<file path="config.mk">
export PLATFORM = sky130hd
export DESIGN_NAME = psv_power_ctrl
export DESIGN_NICKNAME = d
export VERILOG_FILES = /design/src/logic/psv_vreg_link.v /design/src/logic/psv_power_ctrl.v
export VERILOG_INCLUDE_DIRS = /design/src /design/src/logic
export SDC_FILE = /design/constraint.sdc
export NUM_CORES = 1
export LEC_CHECK = 0
export BUFFER_PORTS_ARGS = -buffer_cell sky130_fd_sc_hd__buf_2
export CAP_MARGIN = 40
export CORE_MARGIN = 3
export CORE_UTILIZATION = 29
export CTS_BUF_LIST = sky130_fd_sc_hd__clkbuf_8
export CTS_CLUSTER_DIAMETER = 80
export CTS_CLUSTER_SIZE = 30
export DETAILED_ROUTE_END_ITERATION = 8
export GPL_ROUTABILITY_DRIVEN = 0
export PLACE_DENSITY = 0.46
export SYNTH_ARGS = -nofsm -noshare
export SYNTH_HDL_FRONTEND = slang
export SYNTH_SLANG_ARGS = --single-unit
</file>
<file path="constraint.sdc">
create_clock -name sys_clk -period 2.53 [get_ports sys_clk]
set_input_delay 0.253 -clock sys_clk [delete_from_list [all_inputs] [get_ports sys_clk]]
set_output_delay 0.253 -clock sys_clk [all_outputs]
set_load 0.03 [all_outputs]
</file>
<file path="src/logic/psv_defs.vh">
`ifndef PSV_DEFS_VH
`define PSV_DEFS_VH

// Clock and link timing
`define PSV_SYS_CLK_NS 25
`define PSV_LINK_HALF_NS 100
`define PSV_LINK_HALF_CYC (`PSV_LINK_HALF_NS / `PSV_SYS_CLK_NS)

// Register byte offsets
`define PSV_REG_CTRL 8'h00
`define PSV_REG_IDLE 8'h04
`define PSV_REG_WAKE_EN 8'h08
`define PSV_REG_VID_CMD 8'h0C
`define PSV_REG_STATUS 8'h10
`define PSV_REG_IRQ_STAT 8'h14
`define PSV_REG_IRQ_CLR 8'h18
`define PSV_REG_IRQ_EN 8'h1C

// Control register fields
`define PSV_CTRL_SLEEP_ENABLE_BIT 0
`define PSV_CTRL_TYPE_LO 1
`define PSV_CTRL_TYPE_HI 3
`define PSV_CTRL_AUTO 4

// Sleep type codes
`define PSV_SLP_S3 3'h3
`define PSV_SLP_S4 3'h4
`define PSV_SLP_S5 3'h5

// Power states
`define PSV_ST_S0 3'h0
`define PSV_ST_CX 3'h1
`define PSV_ST_S3 3'h2
`define PSV_ST_S5 3'h3
`define PSV_ST_G3 3'h4

// Interrupt bits
`define PSV_IRQ_ALERT 0
`define PSV_IRQ_VID_DONE 1
`define PSV_IRQ_WAKE 2
`define PSV_IRQ_BREAK 3
`define PSV_IRQ_W 4

// Link frame
`define PSV_CMD_SETVID 4'h1
`define PSV_FRAME_BITS 5'h10

`endif

</file>
<file path="src/logic/psv_vreg_link.v">
`timescale 1ns/1ps
`include "psv_defs.vh"

module psv_vreg_link #(
  parameter HALF = `PSV_LINK_HALF_CYC
)(
  // Clock and reset
  input wire sys_clk,
  input wire rstn,
  // Request side
  input wire start,
  input wire [3:0] slaveAddr,
  input wire [7:0] vidCode,
  output reg busy,
  output reg done,
  output reg ack,
  // Link side, data already synchronised
  input wire dataSync,
  output reg clkOe,
  output reg dataOe
);

  reg [7:0] divCnt_q;
  reg [15:0] shift_q;
  reg [4:0] bitCnt_q;
  wire tick;

  // Half-period enable for the link clock
  assign tick = busy && (divCnt_q == HALF - 1);

  always @(posedge sys_clk)
  begin
    if (!rstn || !busy || tick)
      divCnt_q <= 8'h00;
    else
      divCnt_q <= divCnt_q + 8'h01;
  end

  // Frame engine: clock runs only while a frame is out, data moves on low phase
  always @(posedge sys_clk)
  begin
    if (!rstn)
    begin
      busy <= 1'b0;
      done <= 1'b0;
      ack <= 1'b0;
      clkOe <= 1'b0;
      dataOe <= 1'b0;
      shift_q <= 16'h0000;
      bitCnt_q <= 5'h00;
    end
    else
    begin
      done <= 1'b0;
      if (!busy && start)
      begin
        busy <= 1'b1;
        clkOe <= 1'b1;
        shift_q <= {slaveAddr, `PSV_CMD_SETVID, vidCode};
        dataOe <= ~slaveAddr[3];
        bitCnt_q <= 5'h00;
      end
      else if (tick && clkOe)
      begin
        clkOe <= 1'b0;
        if (bitCnt_q == `PSV_FRAME_BITS)
          ack <= ~dataSync;
      end
      else if (tick)
      begin
        if (bitCnt_q == `PSV_FRAME_BITS)
        begin
          busy <= 1'b0;
          done <= 1'b1;
          dataOe <= 1'b0;
        end
        else
        begin
          clkOe <= 1'b1;
          bitCnt_q <= bitCnt_q + 5'h01;
          shift_q <= {shift_q[14:0], 1'b0};
          // Release data for the answer bit, else drive low for a zero
          dataOe <= (bitCnt_q == `PSV_FRAME_BITS - 5'h01) ? 1'b0 : ~shift_q[14];
        end
      end
    end
  end

endmodule

</file>
<file path="src/logic/psv_power_ctrl.v">
// Notes on behaviour
// - Block is sole link master and makes the link clock itself.
// - Regulators share the link; each frame carries a four-bit slave address.
// - A low alert line from a regulator is caught as a status change.
// - Data line is open-drain and two-way; each end releases it when idle.
// - Link clock is open-drain and stops whenever no frame is pending.
// - A voltage change is one frame carrying the target voltage code.
// - Idle levels C0,C1,C2,C4,C6 supported; C3 and C5 become C4.
// - Suspend-to-RAM keeps memory refreshed and stops external clocks.
// - Suspend-to-disk is handled exactly like soft-off.
// - Waking from soft-off starts a full boot, no context restore.
// - From fully-on, monitor-wait or idle level read enters requested idle.
// - Sleep enable in fully-on enters the sleep named by sleep type.
// - Snoop, message interrupt or legacy interrupt ends any idle state.
// - Enabled alarm or other enabled wake event brings sleep back to on.
// - Expansion wake pin and management bus alert never wake the system.
// - Power return from mechanical-off reboots or stays soft-off by option.
//
// Local design decisions: the register offsets and the address-and-strobe port.
`timescale 1ns/1ps
`include "psv_defs.vh"

module psv_power_ctrl #(
  parameter WAKE_W = 4,
  parameter LINK_HALF = `PSV_LINK_HALF_CYC
)(
  // Clock and reset
  input wire sys_clk,
  input wire rstn,
  // Register port
  input wire [7:0] regAddr,
  input wire [31:0] regWrData,
  input wire regWr,
  input wire regRd,
  output wire [31:0] regRdData,
  // Processor side, same clock
  input wire mwaitReq,
  input wire [2:0] mwaitLevel,
  input wire snoopReq,
  input wire msiReq,
  input wire legacyIrq,
  // Platform event pins
  input wire rtcAlarm,
  input wire [WAKE_W-1:0] wakePins,
  input wire powerFail,
  input wire mechOff,
  input wire pwrBtnOverride,
  input wire powerReturn,
  input wire coinCellIn,
  // State outputs
  output wire [2:0] powerState,
  output wire [2:0] idleState,
  output wire extClkRun,
  output wire memSelfRefresh,
  output wire coreRailOn,
  output wire susRailOn,
  output wire fullBootReq,
  output wire irqOut,
  // Regulator link pins
  input wire vreg_alert_n,
  input wire vreg_serial_data_i,
  output wire vreg_serial_data_o,
  output wire vreg_serial_data_oe,
  output wire vreg_serial_clock_o,
  output wire vreg_serial_clock_oe
);

  localparam PIN_W = WAKE_W + 8;

  reg [PIN_W-1:0] syncA_q;
  reg [PIN_W-1:0] syncB_q;
  wire alertSync;
  wire dataSync;
  wire alarmSync;
  wire [WAKE_W-1:0] wakeSync;
  wire failSync;
  wire mechSync;
  wire overrideSync;
  wire returnSync;
  wire coinSync;

  reg [2:0] state_q;
  reg [2:0] state_d;
  reg [2:0] cLevel_q;
  reg [2:0] cLevel_d;
  reg boot_d;
  reg wakeEvt_d;
  reg breakEvt_d;

  reg [2:0] sleepType_q;
  reg autoRestart_q;
  reg [2:0] idleLevel_q;
  reg [WAKE_W:0] wakeEn_q;
  reg [3:0] vidAddr_q;
  reg [7:0] vidCode_q;
  reg [`PSV_IRQ_W-1:0] irqStat_q;
  reg [`PSV_IRQ_W-1:0] irqEn_q;
  reg [`PSV_IRQ_W-1:0] irqSet;
  reg [31:0] rdData_q;
  reg linkStart_q;

  reg extClk_q;
  reg selfRef_q;
  reg coreOn_q;
  reg susOn_q;
  reg boot_q;
  reg irq_q;
  reg dataO_q;
  reg clkO_q;

  wire linkBusy;
  wire linkDone;
  wire linkAck;
  wire linkClkOe;
  wire linkDataOe;

  wire wrCtrl;
  wire wrIdle;
  wire rdIdle;
  wire idleGo;
  wire [2:0] idleReq;
  wire anyWake;
  wire anyBreak;

  // Idle level mapping, unsupported levels fold onto supported ones
  function [2:0] map_level;
    input [2:0] lvl;
    begin
      case (lvl)
        3'h3: map_level = 3'h4;
        3'h5: map_level = 3'h4;
        3'h7: map_level = 3'h6;
        default: map_level = lvl;
      endcase
    end
  endfunction

  // Two-flop synchroniser for every pin from outside the clock domain
  always @(posedge sys_clk)
  begin
    if (!rstn)
    begin
      // Alert and data lines idle high; a low reset value would fake an alert
      syncA_q <= {2'b11, {(PIN_W-2){1'b0}}};
      syncB_q <= {2'b11, {(PIN_W-2){1'b0}}};
    end
    else
    begin
      syncA_q <= {vreg_alert_n, vreg_serial_data_i, rtcAlarm, wakePins,
                  powerFail, mechOff, pwrBtnOverride, powerReturn, coinCellIn};
      syncB_q <= syncA_q;
    end
  end

  // Unpack synchronised pins
  assign alertSync = syncB_q[PIN_W-1];
  assign dataSync = syncB_q[PIN_W-2];
  assign alarmSync = syncB_q[PIN_W-3];
  assign wakeSync = syncB_q[WAKE_W+4:5];
  assign failSync = syncB_q[4];
  assign mechSync = syncB_q[3];
  assign overrideSync = syncB_q[2];
  assign returnSync = syncB_q[1];
  assign coinSync = syncB_q[0];

  // Register port decode
  assign wrCtrl = regWr && (regAddr == `PSV_REG_CTRL);
  assign wrIdle = regWr && (regAddr == `PSV_REG_IDLE);
  assign rdIdle = regRd && (regAddr == `PSV_REG_IDLE);

  // Idle request from monitor-wait or from reading the idle level
  assign idleGo = mwaitReq || rdIdle;
  assign idleReq = map_level(mwaitReq ? mwaitLevel : idleLevel_q);

  // Only enabled sources wake; expansion wake and bus alert have no path here
  assign anyWake = (alarmSync && wakeEn_q[0]) ||
                   (|(wakeSync & wakeEn_q[WAKE_W:1]));
  assign anyBreak = snoopReq || msiReq || legacyIrq;

  // Power state transitions
  always @*
  begin
    state_d = state_q;
    cLevel_d = cLevel_q;
    boot_d = 1'b0;
    wakeEvt_d = 1'b0;
    breakEvt_d = 1'b0;
    case (state_q)
      `PSV_ST_S0:
      begin
        if (mechSync)
          state_d = `PSV_ST_G3;
        else if (wrCtrl && regWrData[`PSV_CTRL_SLEEP_ENABLE_BIT])
        begin
          // Sleep type given in the same write takes effect
          case (regWrData[`PSV_CTRL_TYPE_HI:`PSV_CTRL_TYPE_LO])
            `PSV_SLP_S3: state_d = `PSV_ST_S3;
            `PSV_SLP_S4: state_d = `PSV_ST_S5;
            `PSV_SLP_S5: state_d = `PSV_ST_S5;
            default: state_d = `PSV_ST_S0;
          endcase
        end
        else if (idleGo && idleReq != 3'h0)
        begin
          state_d = `PSV_ST_CX;
          cLevel_d = idleReq;
        end
      end
      `PSV_ST_CX:
      begin
        if (anyBreak)
        begin
          state_d = `PSV_ST_S0;
          cLevel_d = 3'h0;
          breakEvt_d = 1'b1;
        end
      end
      `PSV_ST_S3:
      begin
        if (anyWake)
        begin
          state_d = `PSV_ST_S0;
          wakeEvt_d = 1'b1;
        end
      end
      `PSV_ST_S5:
      begin
        if (failSync)
          state_d = `PSV_ST_G3;
        else if (overrideSync || anyWake)
        begin
          state_d = `PSV_ST_S0;
          boot_d = 1'b1;
          wakeEvt_d = 1'b1;
        end
      end
      `PSV_ST_G3:
      begin
        // Wake sources are not looked at while in mechanical-off
        if (failSync || mechSync)
          state_d = `PSV_ST_G3;
        else if (returnSync)
        begin
          state_d = autoRestart_q ? `PSV_ST_S0 : `PSV_ST_S5;
          boot_d = autoRestart_q;
        end
        else if (coinSync)
          state_d = `PSV_ST_S5;
      end
      default:
        state_d = `PSV_ST_G3;
    endcase
  end

  // State registers and state-derived outputs
  always @(posedge sys_clk)
  begin
    if (!rstn)
    begin
      state_q <= `PSV_ST_G3;
      cLevel_q <= 3'h0;
      extClk_q <= 1'b0;
      selfRef_q <= 1'b0;
      coreOn_q <= 1'b0;
      susOn_q <= 1'b0;
      boot_q <= 1'b0;
    end
    else
    begin
      state_q <= state_d;
      cLevel_q <= cLevel_d;
      extClk_q <= (state_d == `PSV_ST_S0) || (state_d == `PSV_ST_CX);
      selfRef_q <= (state_d == `PSV_ST_S3);
      coreOn_q <= (state_d == `PSV_ST_S0) || (state_d == `PSV_ST_CX);
      susOn_q <= (state_d == `PSV_ST_S0) || (state_d == `PSV_ST_CX) ||
                 (state_d == `PSV_ST_S3);
      boot_q <= boot_d;
    end
  end

  // Software control registers; wake enables survive power failure
  always @(posedge sys_clk)
  begin
    if (!rstn)
    begin
      sleepType_q <= 3'h0;
      autoRestart_q <= 1'b0;
      idleLevel_q <= 3'h0;
      wakeEn_q <= {(WAKE_W+1){1'b0}};
      irqEn_q <= {`PSV_IRQ_W{1'b0}};
    end
    else if (regWr)
    begin
      case (regAddr)
        `PSV_REG_CTRL:
        begin
          sleepType_q <= regWrData[`PSV_CTRL_TYPE_HI:`PSV_CTRL_TYPE_LO];
          autoRestart_q <= regWrData[`PSV_CTRL_AUTO];
        end
        `PSV_REG_IDLE: idleLevel_q <= regWrData[2:0];
        `PSV_REG_WAKE_EN: wakeEn_q <= regWrData[WAKE_W:0];
        `PSV_REG_IRQ_EN: irqEn_q <= regWrData[`PSV_IRQ_W-1:0];
        default: idleLevel_q <= idleLevel_q;
      endcase
    end
  end

  // Voltage command: a write while the link is busy is dropped
  always @(posedge sys_clk)
  begin
    if (!rstn)
    begin
      vidAddr_q <= 4'h0;
      vidCode_q <= 8'h00;
      linkStart_q <= 1'b0;
    end
    else
    begin
      linkStart_q <= 1'b0;
      if (regWr && regAddr == `PSV_REG_VID_CMD && !linkBusy && !linkStart_q)
      begin
        vidAddr_q <= regWrData[3:0];
        vidCode_q <= regWrData[11:4];
        linkStart_q <= 1'b1;
      end
    end
  end

  // Event collection for the sticky status
  always @*
  begin
    irqSet = {`PSV_IRQ_W{1'b0}};
    irqSet[`PSV_IRQ_ALERT] = ~alertSync;
    irqSet[`PSV_IRQ_VID_DONE] = linkDone;
    irqSet[`PSV_IRQ_WAKE] = wakeEvt_d;
    irqSet[`PSV_IRQ_BREAK] = breakEvt_d;
  end

  // Sticky status: a new event beats a clear in the same cycle
  always @(posedge sys_clk)
  begin
    if (!rstn)
    begin
      irqStat_q <= {`PSV_IRQ_W{1'b0}};
      irq_q <= 1'b0;
    end
    else
    begin
      if (regWr && regAddr == `PSV_REG_IRQ_CLR)
        irqStat_q <= (irqStat_q & ~regWrData[`PSV_IRQ_W-1:0]) | irqSet;
      else
        irqStat_q <= irqStat_q | irqSet;
      irq_q <= |((irqStat_q | irqSet) & irqEn_q);
    end
  end

  // Read data, valid in the cycle after the read strobe
  always @(posedge sys_clk)
  begin
    if (!rstn)
      rdData_q <= 32'h00000000;
    else if (regRd)
    begin
      case (regAddr)
        `PSV_REG_CTRL: rdData_q <= {27'h0, autoRestart_q, sleepType_q, 1'b0};
        `PSV_REG_IDLE: rdData_q <= {29'h0, idleLevel_q};
        `PSV_REG_WAKE_EN: rdData_q <= {{(31-WAKE_W){1'b0}}, wakeEn_q};
        `PSV_REG_VID_CMD: rdData_q <= {20'h0, vidCode_q, vidAddr_q};
        `PSV_REG_STATUS:
          rdData_q <= {24'h0, linkAck, linkBusy, cLevel_q, state_q};
        `PSV_REG_IRQ_STAT: rdData_q <= {28'h0, irqStat_q};
        `PSV_REG_IRQ_EN: rdData_q <= {28'h0, irqEn_q};
        default: rdData_q <= 32'h00000000;
      endcase
    end
    else
      rdData_q <= 32'h00000000;
  end

  // Open-drain pins only ever pull low
  always @(posedge sys_clk)
  begin
    if (!rstn)
    begin
      dataO_q <= 1'b0;
      clkO_q <= 1'b0;
    end
    else
    begin
      dataO_q <= 1'b0;
      clkO_q <= 1'b0;
    end
  end

  // Serial frame engine
  psv_vreg_link #(
    .HALF(LINK_HALF)
  ) u_link (
    .sys_clk(sys_clk),
    .rstn(rstn),
    .start(linkStart_q),
    .slaveAddr(vidAddr_q),
    .vidCode(vidCode_q),
    .busy(linkBusy),
    .done(linkDone),
    .ack(linkAck),
    .dataSync(dataSync),
    .clkOe(linkClkOe),
    .dataOe(linkDataOe)
  );

  // Outputs
  assign regRdData = rdData_q;
  assign powerState = state_q;
  assign idleState = cLevel_q;
  assign extClkRun = extClk_q;
  assign memSelfRefresh = selfRef_q;
  assign coreRailOn = coreOn_q;
  assign susRailOn = susOn_q;
  assign fullBootReq = boot_q;
  assign irqOut = irq_q;
  assign vreg_serial_data_o = dataO_q;
  assign vreg_serial_data_oe = linkDataOe;
  assign vreg_serial_clock_o = clkO_q;
  assign vreg_serial_clock_oe = linkClkOe;

endmodule

</file>
Word level (Yosys, flattened, before mapping)
Index checks and enable logic that the tools add are counted.
Word-level totals
  bits in registers: 133
  input port bits: 63
  output and inout bits: 48
  logic and storage cells: 175
Operators by class
  add/subtract/negate cells: 2
  equality and inequality tests: 29
  mux-type cells: 50
  bitwise operators: 15
  reductions and logical operators: 51
Operator list (number)
  $pmux W12 S7: 1
  $mux W15: 4
  $mux W3: 15
  $eq A8 B5 Y1 const B: 4
  $mux W1: 22
  $eq A8 B4 Y1 const B: 2
  $eq A3 B2 Y1 const B: 5
  $eq A3 B3 Y1 const B: 5
  $pmux W3 S5: 1
  $reduce_and A2 Y1: 7
  $and A4 B4 Y4: 3
  $logic_and A1 B1 Y1: 12
  $pmux W3 S2: 2
  $reduce_and A3 Y1: 4
  $reduce_or A4 Y1: 3
  $logic_or A1 B1 Y1: 10
  $not A1 Y1: 9
  $add A8 B1 Y8 const B: 1
  $eq A8 B2 Y1 const B: 1
  $eq A8 B3 Y1 const B: 1
  $logic_not A8 Y1: 1
  $ne A2 B2 Y1 const B: 4
  $or A4 B4 Y4: 2
  $eq A3 B1 Y1 const B: 2
  other kinds (16): 26

Logic depth before layout (Yosys ltp)
  depth after elaboration: 13
  gate-level depth with buffers: 8
  mapped depth without buffers: 7

Cells and area by module
Synthesis repeated with hierarchy kept, for this count alone.
Unflattened totals
  cell total of the unflattened synthesis: 537
  area total of the unflattened synthesis: 4788.3 um^2
Modules (own cells, without submodules)
  psv_power_ctrl: times used 1, cells an instance 376, area each 3347.0 um^2, sequential area each 1601.5 um^2
  psv_vreg_link: times used 1, cells an instance 161, area each 1441.4 um^2, sequential area each 660.6 um^2

Worst setup path after synthesis
No wires, ideal clock.
  kind: reg-to-reg
  start point: reg state_q[1], in the netlist powerState[1]
  end point: reg selfRef_q, in the netlist memSelfRefresh
  setup time: 0.060 ns
  arrival time: 1.851 ns
  required time: 2.470 ns
  slack: 0.618 ns
  cell stages (with the launch flop): 7
  path buffers: 1
  period minus slack after synthesis: 1.912 ns
  path through: dfxtp_1 buf_2 nand2b_1 or3b_1 o32ai_1 a311o_1 and3_1
Between the ends
  word-level cells in the longest chain between the ends: 5
  elaborated cells on any way between the ends: 17
  those cells by class: 5 x eq/ne; 11 x mux; 1 x reduce/logical
Ends and longest elaborated chain
  from (decl): line psv_power_ctrl.v:82  | reg [2:0] state_q;
  from (signal assigned): line psv_power_ctrl.v:260  | state_q <= `PSV_ST_G3;
  from (signal assigned): line psv_power_ctrl.v:270  | state_q <= state_d;
  $mux W3, on equally long branches: line psv_power_ctrl.v:247, psv_power_ctrl.v:203
  $mux W3, on equally long branches: line psv_power_ctrl.v:242, psv_power_ctrl.v:193
  $mux W3, on equally long branches: line psv_power_ctrl.v:240, psv_power_ctrl.v:191
  $pmux W3 S5 (*): line psv_power_ctrl.v:188  | case (state_q)
  $eq A3 B2 Y1 (no line) (*)
  to (signal assigned): line psv_power_ctrl.v:273  | selfRef_q <= (state_d == `PSV_ST_S3);
  to (decl): line psv_power_ctrl.v:103  | reg selfRef_q;
Every way passes the cells marked *; elsewhere a longest branch is shown, timed or not.
A chain may end at the register's enable or synchronous reset.

Final worst setup path
  start point: reg u_link.divCnt_q[5]
  end point: reg u_link.shift_q[8]
Between the ends
  word-level cells in the longest chain between the ends: 5
  elaborated cells on any way between the ends: 6
  those cells by class: 2 x eq/ne; 4 x reduce/logical
Ends and longest elaborated chain
  from (decl): line psv_vreg_link.v:23  | reg [7:0] divCnt_q;
  from (signal assigned): line psv_vreg_link.v:36  | divCnt_q <= divCnt_q + 8'h01;
  $eq A8 B2 Y1 (*): line psv_vreg_link.v:29  | assign tick = busy && (divCnt_q == HALF - 1);
  $logic_and A1 B1 Y1 (*): line psv_vreg_link.v:29
  $logic_and A1 B1 Y1: line psv_vreg_link.v:63  | else if (tick && clkOe)
  $ne A2 B1 Y1 (no line)
  $reduce_and A3 Y1 (no line) (*)
  to (signal assigned): line psv_vreg_link.v:59  | shift_q <= {slaveAddr, `PSV_CMD_SETVID, vidCode};
  to (signal assigned): line psv_vreg_link.v:81  | shift_q <= {shift_q[14:0], 1'b0};
  to (decl): line psv_vreg_link.v:24  | reg [15:0] shift_q;
Marked as above.

==> results_tabular.tex <==
\begin{tabular}{lr}
\hline
Metric & Value \\
\hline
\multicolumn{2}{l}{\textbf{Logic synthesis}} \\
\quad Number of synthesized flops with an enable pin & 0 \\
\quad Post-synthesis instance area & between 0.004 and 0.005 mm2 \\
\quad Count of different cell masters after synthesis & 63 \\
\quad Share of synthesized area spent on multiplexers & under 10\% \\
\quad Dominant register cell in the synthesized netlist & sky130\_fd\_sc\_hd\_\_dfxtp\_1 \\
\quad Async set or reset register ratio after synthesis & 0\% \\
\quad Fraction of the yosys area taken by sequential cells & between 40 and 50\% \\
\quad Post-synthesis simple-gate area fraction & a little under a quarter \\
\quad Xor/xnor share of the synthesized area & about 1.7\% \\
\quad Mean instance size in the synthesized netlist & $\sim$9.6 um2 \\
\quad Largest family of logic cells by synthesized area & simple AND/OR/NAND/NOR gates \\
\quad Number of warnings issued by yosys & 0 \\
\quad Post-Synthesis Cells & between 400 and 500 \\
\quad Number of register bits inferred by synthesis & between 100 and 150 \\
\quad Complex-gate fraction of the synthesized area & 12.4\% \\
\quad Synthesized-area fraction occupied by adder cells & under 10\% \\
\multicolumn{2}{l}{\textbf{Layout}} \\
\quad Share of cells above drive strength 1 & 22.3\% \\
\quad Layout net count & about 640 \\
\quad Final std cells w/o fill & $\sim$800 \\
\quad Fill cell total of the finished layout & 1,663 \\
\quad Diode count & 0 \\
\quad Syn-to-layout area delta & 21.6\% \\
\multicolumn{2}{l}{\textbf{Global routing}} \\
\quad Total routing resource utilization after global routing & between 10\% and 20\% \\
\quad Congestion Overflow GR & 0 \\
\quad Antenna violations before repair & 1 \\
\quad Largest net degree at the start of global routing & 52 \\
\quad Number of global-route vias before repair & around 3,500 \\
\quad Global-route wire length before repair & between 15 and 20 mm \\
\multicolumn{2}{l}{\textbf{Power and ir drop}} \\
\quad NetSw & about 1000 uW \\
\quad Leak Pwr & 0.00242 uW \\
\quad Combinational fraction of design power & $\sim$7.6\% \\
\quad Sw Share & between 20\% and 30\% \\
\quad Part of the power in the clock network & between 40\% and 50\% \\
\quad Power density over the cells & $\sim$730 mW/mm2 \\
\quad Worst vdd rail ir drop & $\sim$0.00037 V \\
\quad Seq pwr share & about 43\% \\
\quad Cell-internal power & $\sim$3200 uW \\
\multicolumn{2}{l}{\textbf{Timing}} \\
\quad Number of endpoints failing setup at the final stage & 0 \\
\quad Number of max-slew violations in the final report & 0 \\
\quad Final min period & roughly 2 ns \\
\quad Setup repair after global routing missed its margin & no \\
\quad Fin crit share & around 80\% \\
\quad Setup TNS Final & 0 ns \\
\quad Rel. slew slack & about 54\% \\
\quad Clock Skews & between 0.007 and 0.008 ns \\
\quad Max Freq & between 400 and 500 MHz \\
\quad Endpoints failing hold & 0 \\
\quad Transition time at the pin with the least slew margin & 0.690 ns \\
\multicolumn{2}{l}{\textbf{Die}} \\
\quad Initial standard-cell utilization of the core & 29.8\% \\
\quad Die Y-Extent & roughly 130 um \\
\quad Floorplan die area & about 0.018 mm2 \\
\quad Core area & 0.0159 mm2 \\
\quad Chip width & 134 um \\
\quad Placement Rows & 46 \\
\quad Boundary pin count & 111 \\
\multicolumn{2}{l}{\textbf{Setup path}} \\
\quad Register-to-register setup slack & approximately 0.47 ns \\
\quad Critical Path Sink Type & register \\
\quad Startpoint class of the critical path & register \\
\quad Worst Path Class, Setup & register to register \\
\quad Worst EP required & roughly 2.8 ns \\
\quad Endpoint arrival time on the critical path & between 2 and 2.5 ns \\
\quad CP Max Fanout & 14 \\
\multicolumn{2}{l}{\textbf{Detailed routing}} \\
\quad Drt initial violations & about 250 \\
\quad Drt total wl & roughly 11 mm \\
\quad DRC violations left & 0 \\
\quad Detailed-router iteration count before antenna repair & 6 \\
\quad Detailed-route wire length per cell & about 14 um \\
\quad Final ANT Viol Nets & 0 \\
\quad Post-DR vias/cell & between 4 and 5 \\
\quad Total via count in the routed design & around 3,700 \\
\multicolumn{2}{l}{\textbf{Flow run}} \\
\quad Number of maximum-capacitance violations & 0 \\
\multicolumn{2}{l}{\textbf{CTS}} \\
\quad Setup repair bufs after CTS & 0 \\
\quad Cells resized by post-CTS repair & 0 \\
\quad CTS hold repair buffers & 4 \\
\quad Clock Tree Buf Depth & 2 \\
\quad Clock root buffer master & sky130\_fd\_sc\_hd\_\_clkbuf\_8 \\
\quad Clock input transition at the sequential cells of the worst setup and hold paths & approximately 0.070 ns \\
\quad Worst skew pair latency & roughly 0.43 ns \\
\quad Number of sinks driven by the clock tree & approximately 110 \\
\quad Clock tree from TritonCTS & built \\
\quad CTS H-tree depth & 4 \\
\quad Number of buffers created by CTS & 17 \\
\multicolumn{2}{l}{\textbf{Placed design}} \\
\quad Placed wire-length estimate after detailed placement & $\sim$8.3 mm \\
\quad Port-buffer cells & around 70 \\
\quad Number of cells after detailed placement & between 700 and 800 \\
\multicolumn{2}{l}{\textbf{Outcome}} \\
\quad Outcome & finished, final reports clean \\
\multicolumn{2}{l}{\textbf{Hold path}} \\
\quad Kind of path behind the tightest hold check & input port to register \\
\hline
\end{tabular}
synthesized netlist by cell type (3+ instances only):
library cell | n | area, um2
sky130_fd_sc_hd__dfxtp_1 | 113 | 2260
sky130_fd_sc_hd__nor2_1 | 69 | 259
sky130_fd_sc_hd__and2_1 | 29 | 181
sky130_fd_sc_hd__mux2i_1 | 27 | 270
sky130_fd_sc_hd__buf_4 | 26 | 195
sky130_fd_sc_hd__nand2_1 | 21 | 78.8
sky130_fd_sc_hd__a21oi_1 | 20 | 100
sky130_fd_sc_hd__nand3_1 | 20 | 100
sky130_fd_sc_hd__clkbuf_1 | 15 | 56.3
sky130_fd_sc_hd__a222oi_1 | 12 | 120
sky130_fd_sc_hd__inv_1 | 12 | 45.0
sky130_fd_sc_hd__a22oi_1 | 10 | 75.1
sky130_fd_sc_hd__nand2b_1 | 10 | 62.6
sky130_fd_sc_hd__and3_1 | 8 | 50.1
sky130_fd_sc_hd__nor3_1 | 7 | 35.0
sky130_fd_sc_hd__o21ai_0 | 7 | 35.0
sky130_fd_sc_hd__xor2_1 | 7 | 61.3
sky130_fd_sc_hd__nor2b_1 | 5 | 31.3
sky130_fd_sc_hd__nor4_1 | 5 | 31.3
sky130_fd_sc_hd__a22o_1 | 4 | 35.0
sky130_fd_sc_hd__buf_2 | 4 | 20.0
sky130_fd_sc_hd__ha_1 | 4 | 50.1
sky130_fd_sc_hd__nand4_1 | 4 | 25.0
sky130_fd_sc_hd__a211oi_1 | 3 | 22.5
sky130_fd_sc_hd__a311oi_1 | 3 | 26.3
sky130_fd_sc_hd__mux2_2 | 3 | 33.8
sky130_fd_sc_hd__nor3_2 | 3 | 30.0
sky130_fd_sc_hd__nor4_4 | 3 | 63.8
sky130_fd_sc_hd__o31ai_1 | 3 | 22.5
critical path, cell delays in order (launching register included):
cell and delay [ns]:
sky130_fd_sc_hd__dfxtp_1 0.34, sky130_fd_sc_hd__or4_4 0.58, sky130_fd_sc_hd__or2_1 0.37, sky130_fd_sc_hd__o22ai_4 0.38, sky130_fd_sc_hd__nor2b_1 0.21, sky130_fd_sc_hd__nor3_2 0.06
registers in the layout, indices dropped and copies added, names as in the netlist, 5 cells and up:
register	flops
regRdData	12
u_link.divCnt_q	8
syncB_q	12
u_link.shift_q	15
syncA_q	12
wakeEn_q	5
u_link.bitCnt_q	5
vidCode_q	8
final timing paths:
kind | startpoint | to | cells past startpoint
worst max-delay path | u_link.divCnt_q[5] | u_link.shift_q[8] | 5
worst min-delay path | vreg_alert_n | syncA_q[11] | 2
worst max register to register | u_link.divCnt_q[5] | u_link.shift_q[8] | 5
worst min register to register | syncA_q[10] | syncB_q[10] | 1
cell usage in the layout (no fill, tap or decap), types with 12 or more instances in the layout:
master / Yosys / final
sky130_fd_sc_hd__buf_2: 4 / 68
sky130_fd_sc_hd__nand2_1: 21 / 21
sky130_fd_sc_hd__inv_1: 12 / 12
sky130_fd_sc_hd__nor2_1: 69 / 69
sky130_fd_sc_hd__a21oi_1: 20 / 20
sky130_fd_sc_hd__mux2i_1: 27 / 27
sky130_fd_sc_hd__dfxtp_1: 113 / 113
sky130_fd_sc_hd__and2_1: 29 / 29
sky130_fd_sc_hd__buf_4: 26 / 13
sky130_fd_sc_hd__clkbuf_8: 0 / 19
sky130_fd_sc_hd__a222oi_1: 12 / 12
sky130_fd_sc_hd__nand3_1: 20 / 20
sky130_fd_sc_hd__conb_1: 1 / 22
power by group through the flow:
stage | sequential (uW) | clock (uW) | combinational [uW]
2_1_floorplan | 1900 | 0 | 213
3_3_place_gp | 1880 | 0 | 319
3_5_place_dp | 1880 | 0 | 320
4_1_cts | 1830 | 2130 | 325
5_1_grt | 1840 | 2220 | 354
6_report | 1840 | 2070 | 324
layer usage:
metal	vias up	part of all wire, %	track usage, %
met3	25	5.2	3.68
met1	1728	48	17.7
met5	-	0.11	0
met2	102	45	19.6
met4	2	2.2	5.77
li1	1872	-	-
layout make-up:
type	instances	area (um2)	area share (%)
Clock inverter	13	231	4.00
Tap cell	216	270	4.68
Inverter	13	48.8	0.844
Sequential cell	113	2260	39.1
Multi-Input combinational cell	345	2230	38.5
Timing Repair Buffer	85	478	8.27
Clock buffer	19	262	4.52
cell families (layout without fill, tap and decap cells):
family / count (synthesis) / after routing
simple gates: 199 / 199
flops: 113 / 113
compound gates: 79 / 79
buf+inv: 60 / 130
mux: 32 / 32
xor+xnor: 9 / 9
fa+ha+maj: 4 / 4
other cells: 1 / 22
through the flow:
step           power (uW)  hold WS (ns)  setup WS, ns  instance area, um2  util (%)
6_report             4230        0.0292         0.471                5780      36.3
5_1_grt              4410       0.00467         0.344                5780      36.3
2_1_floorplan        2110         0.354         0.618                4830         -
3_5_place_dp         2200         0.401         0.462                5250      32.9
3_3_place_gp         2190         0.390         0.483                5250      32.9
4_1_cts              4290      0.000681         0.461                5780      36.3
No activity file was read; power rests on OpenSTA's default activity.
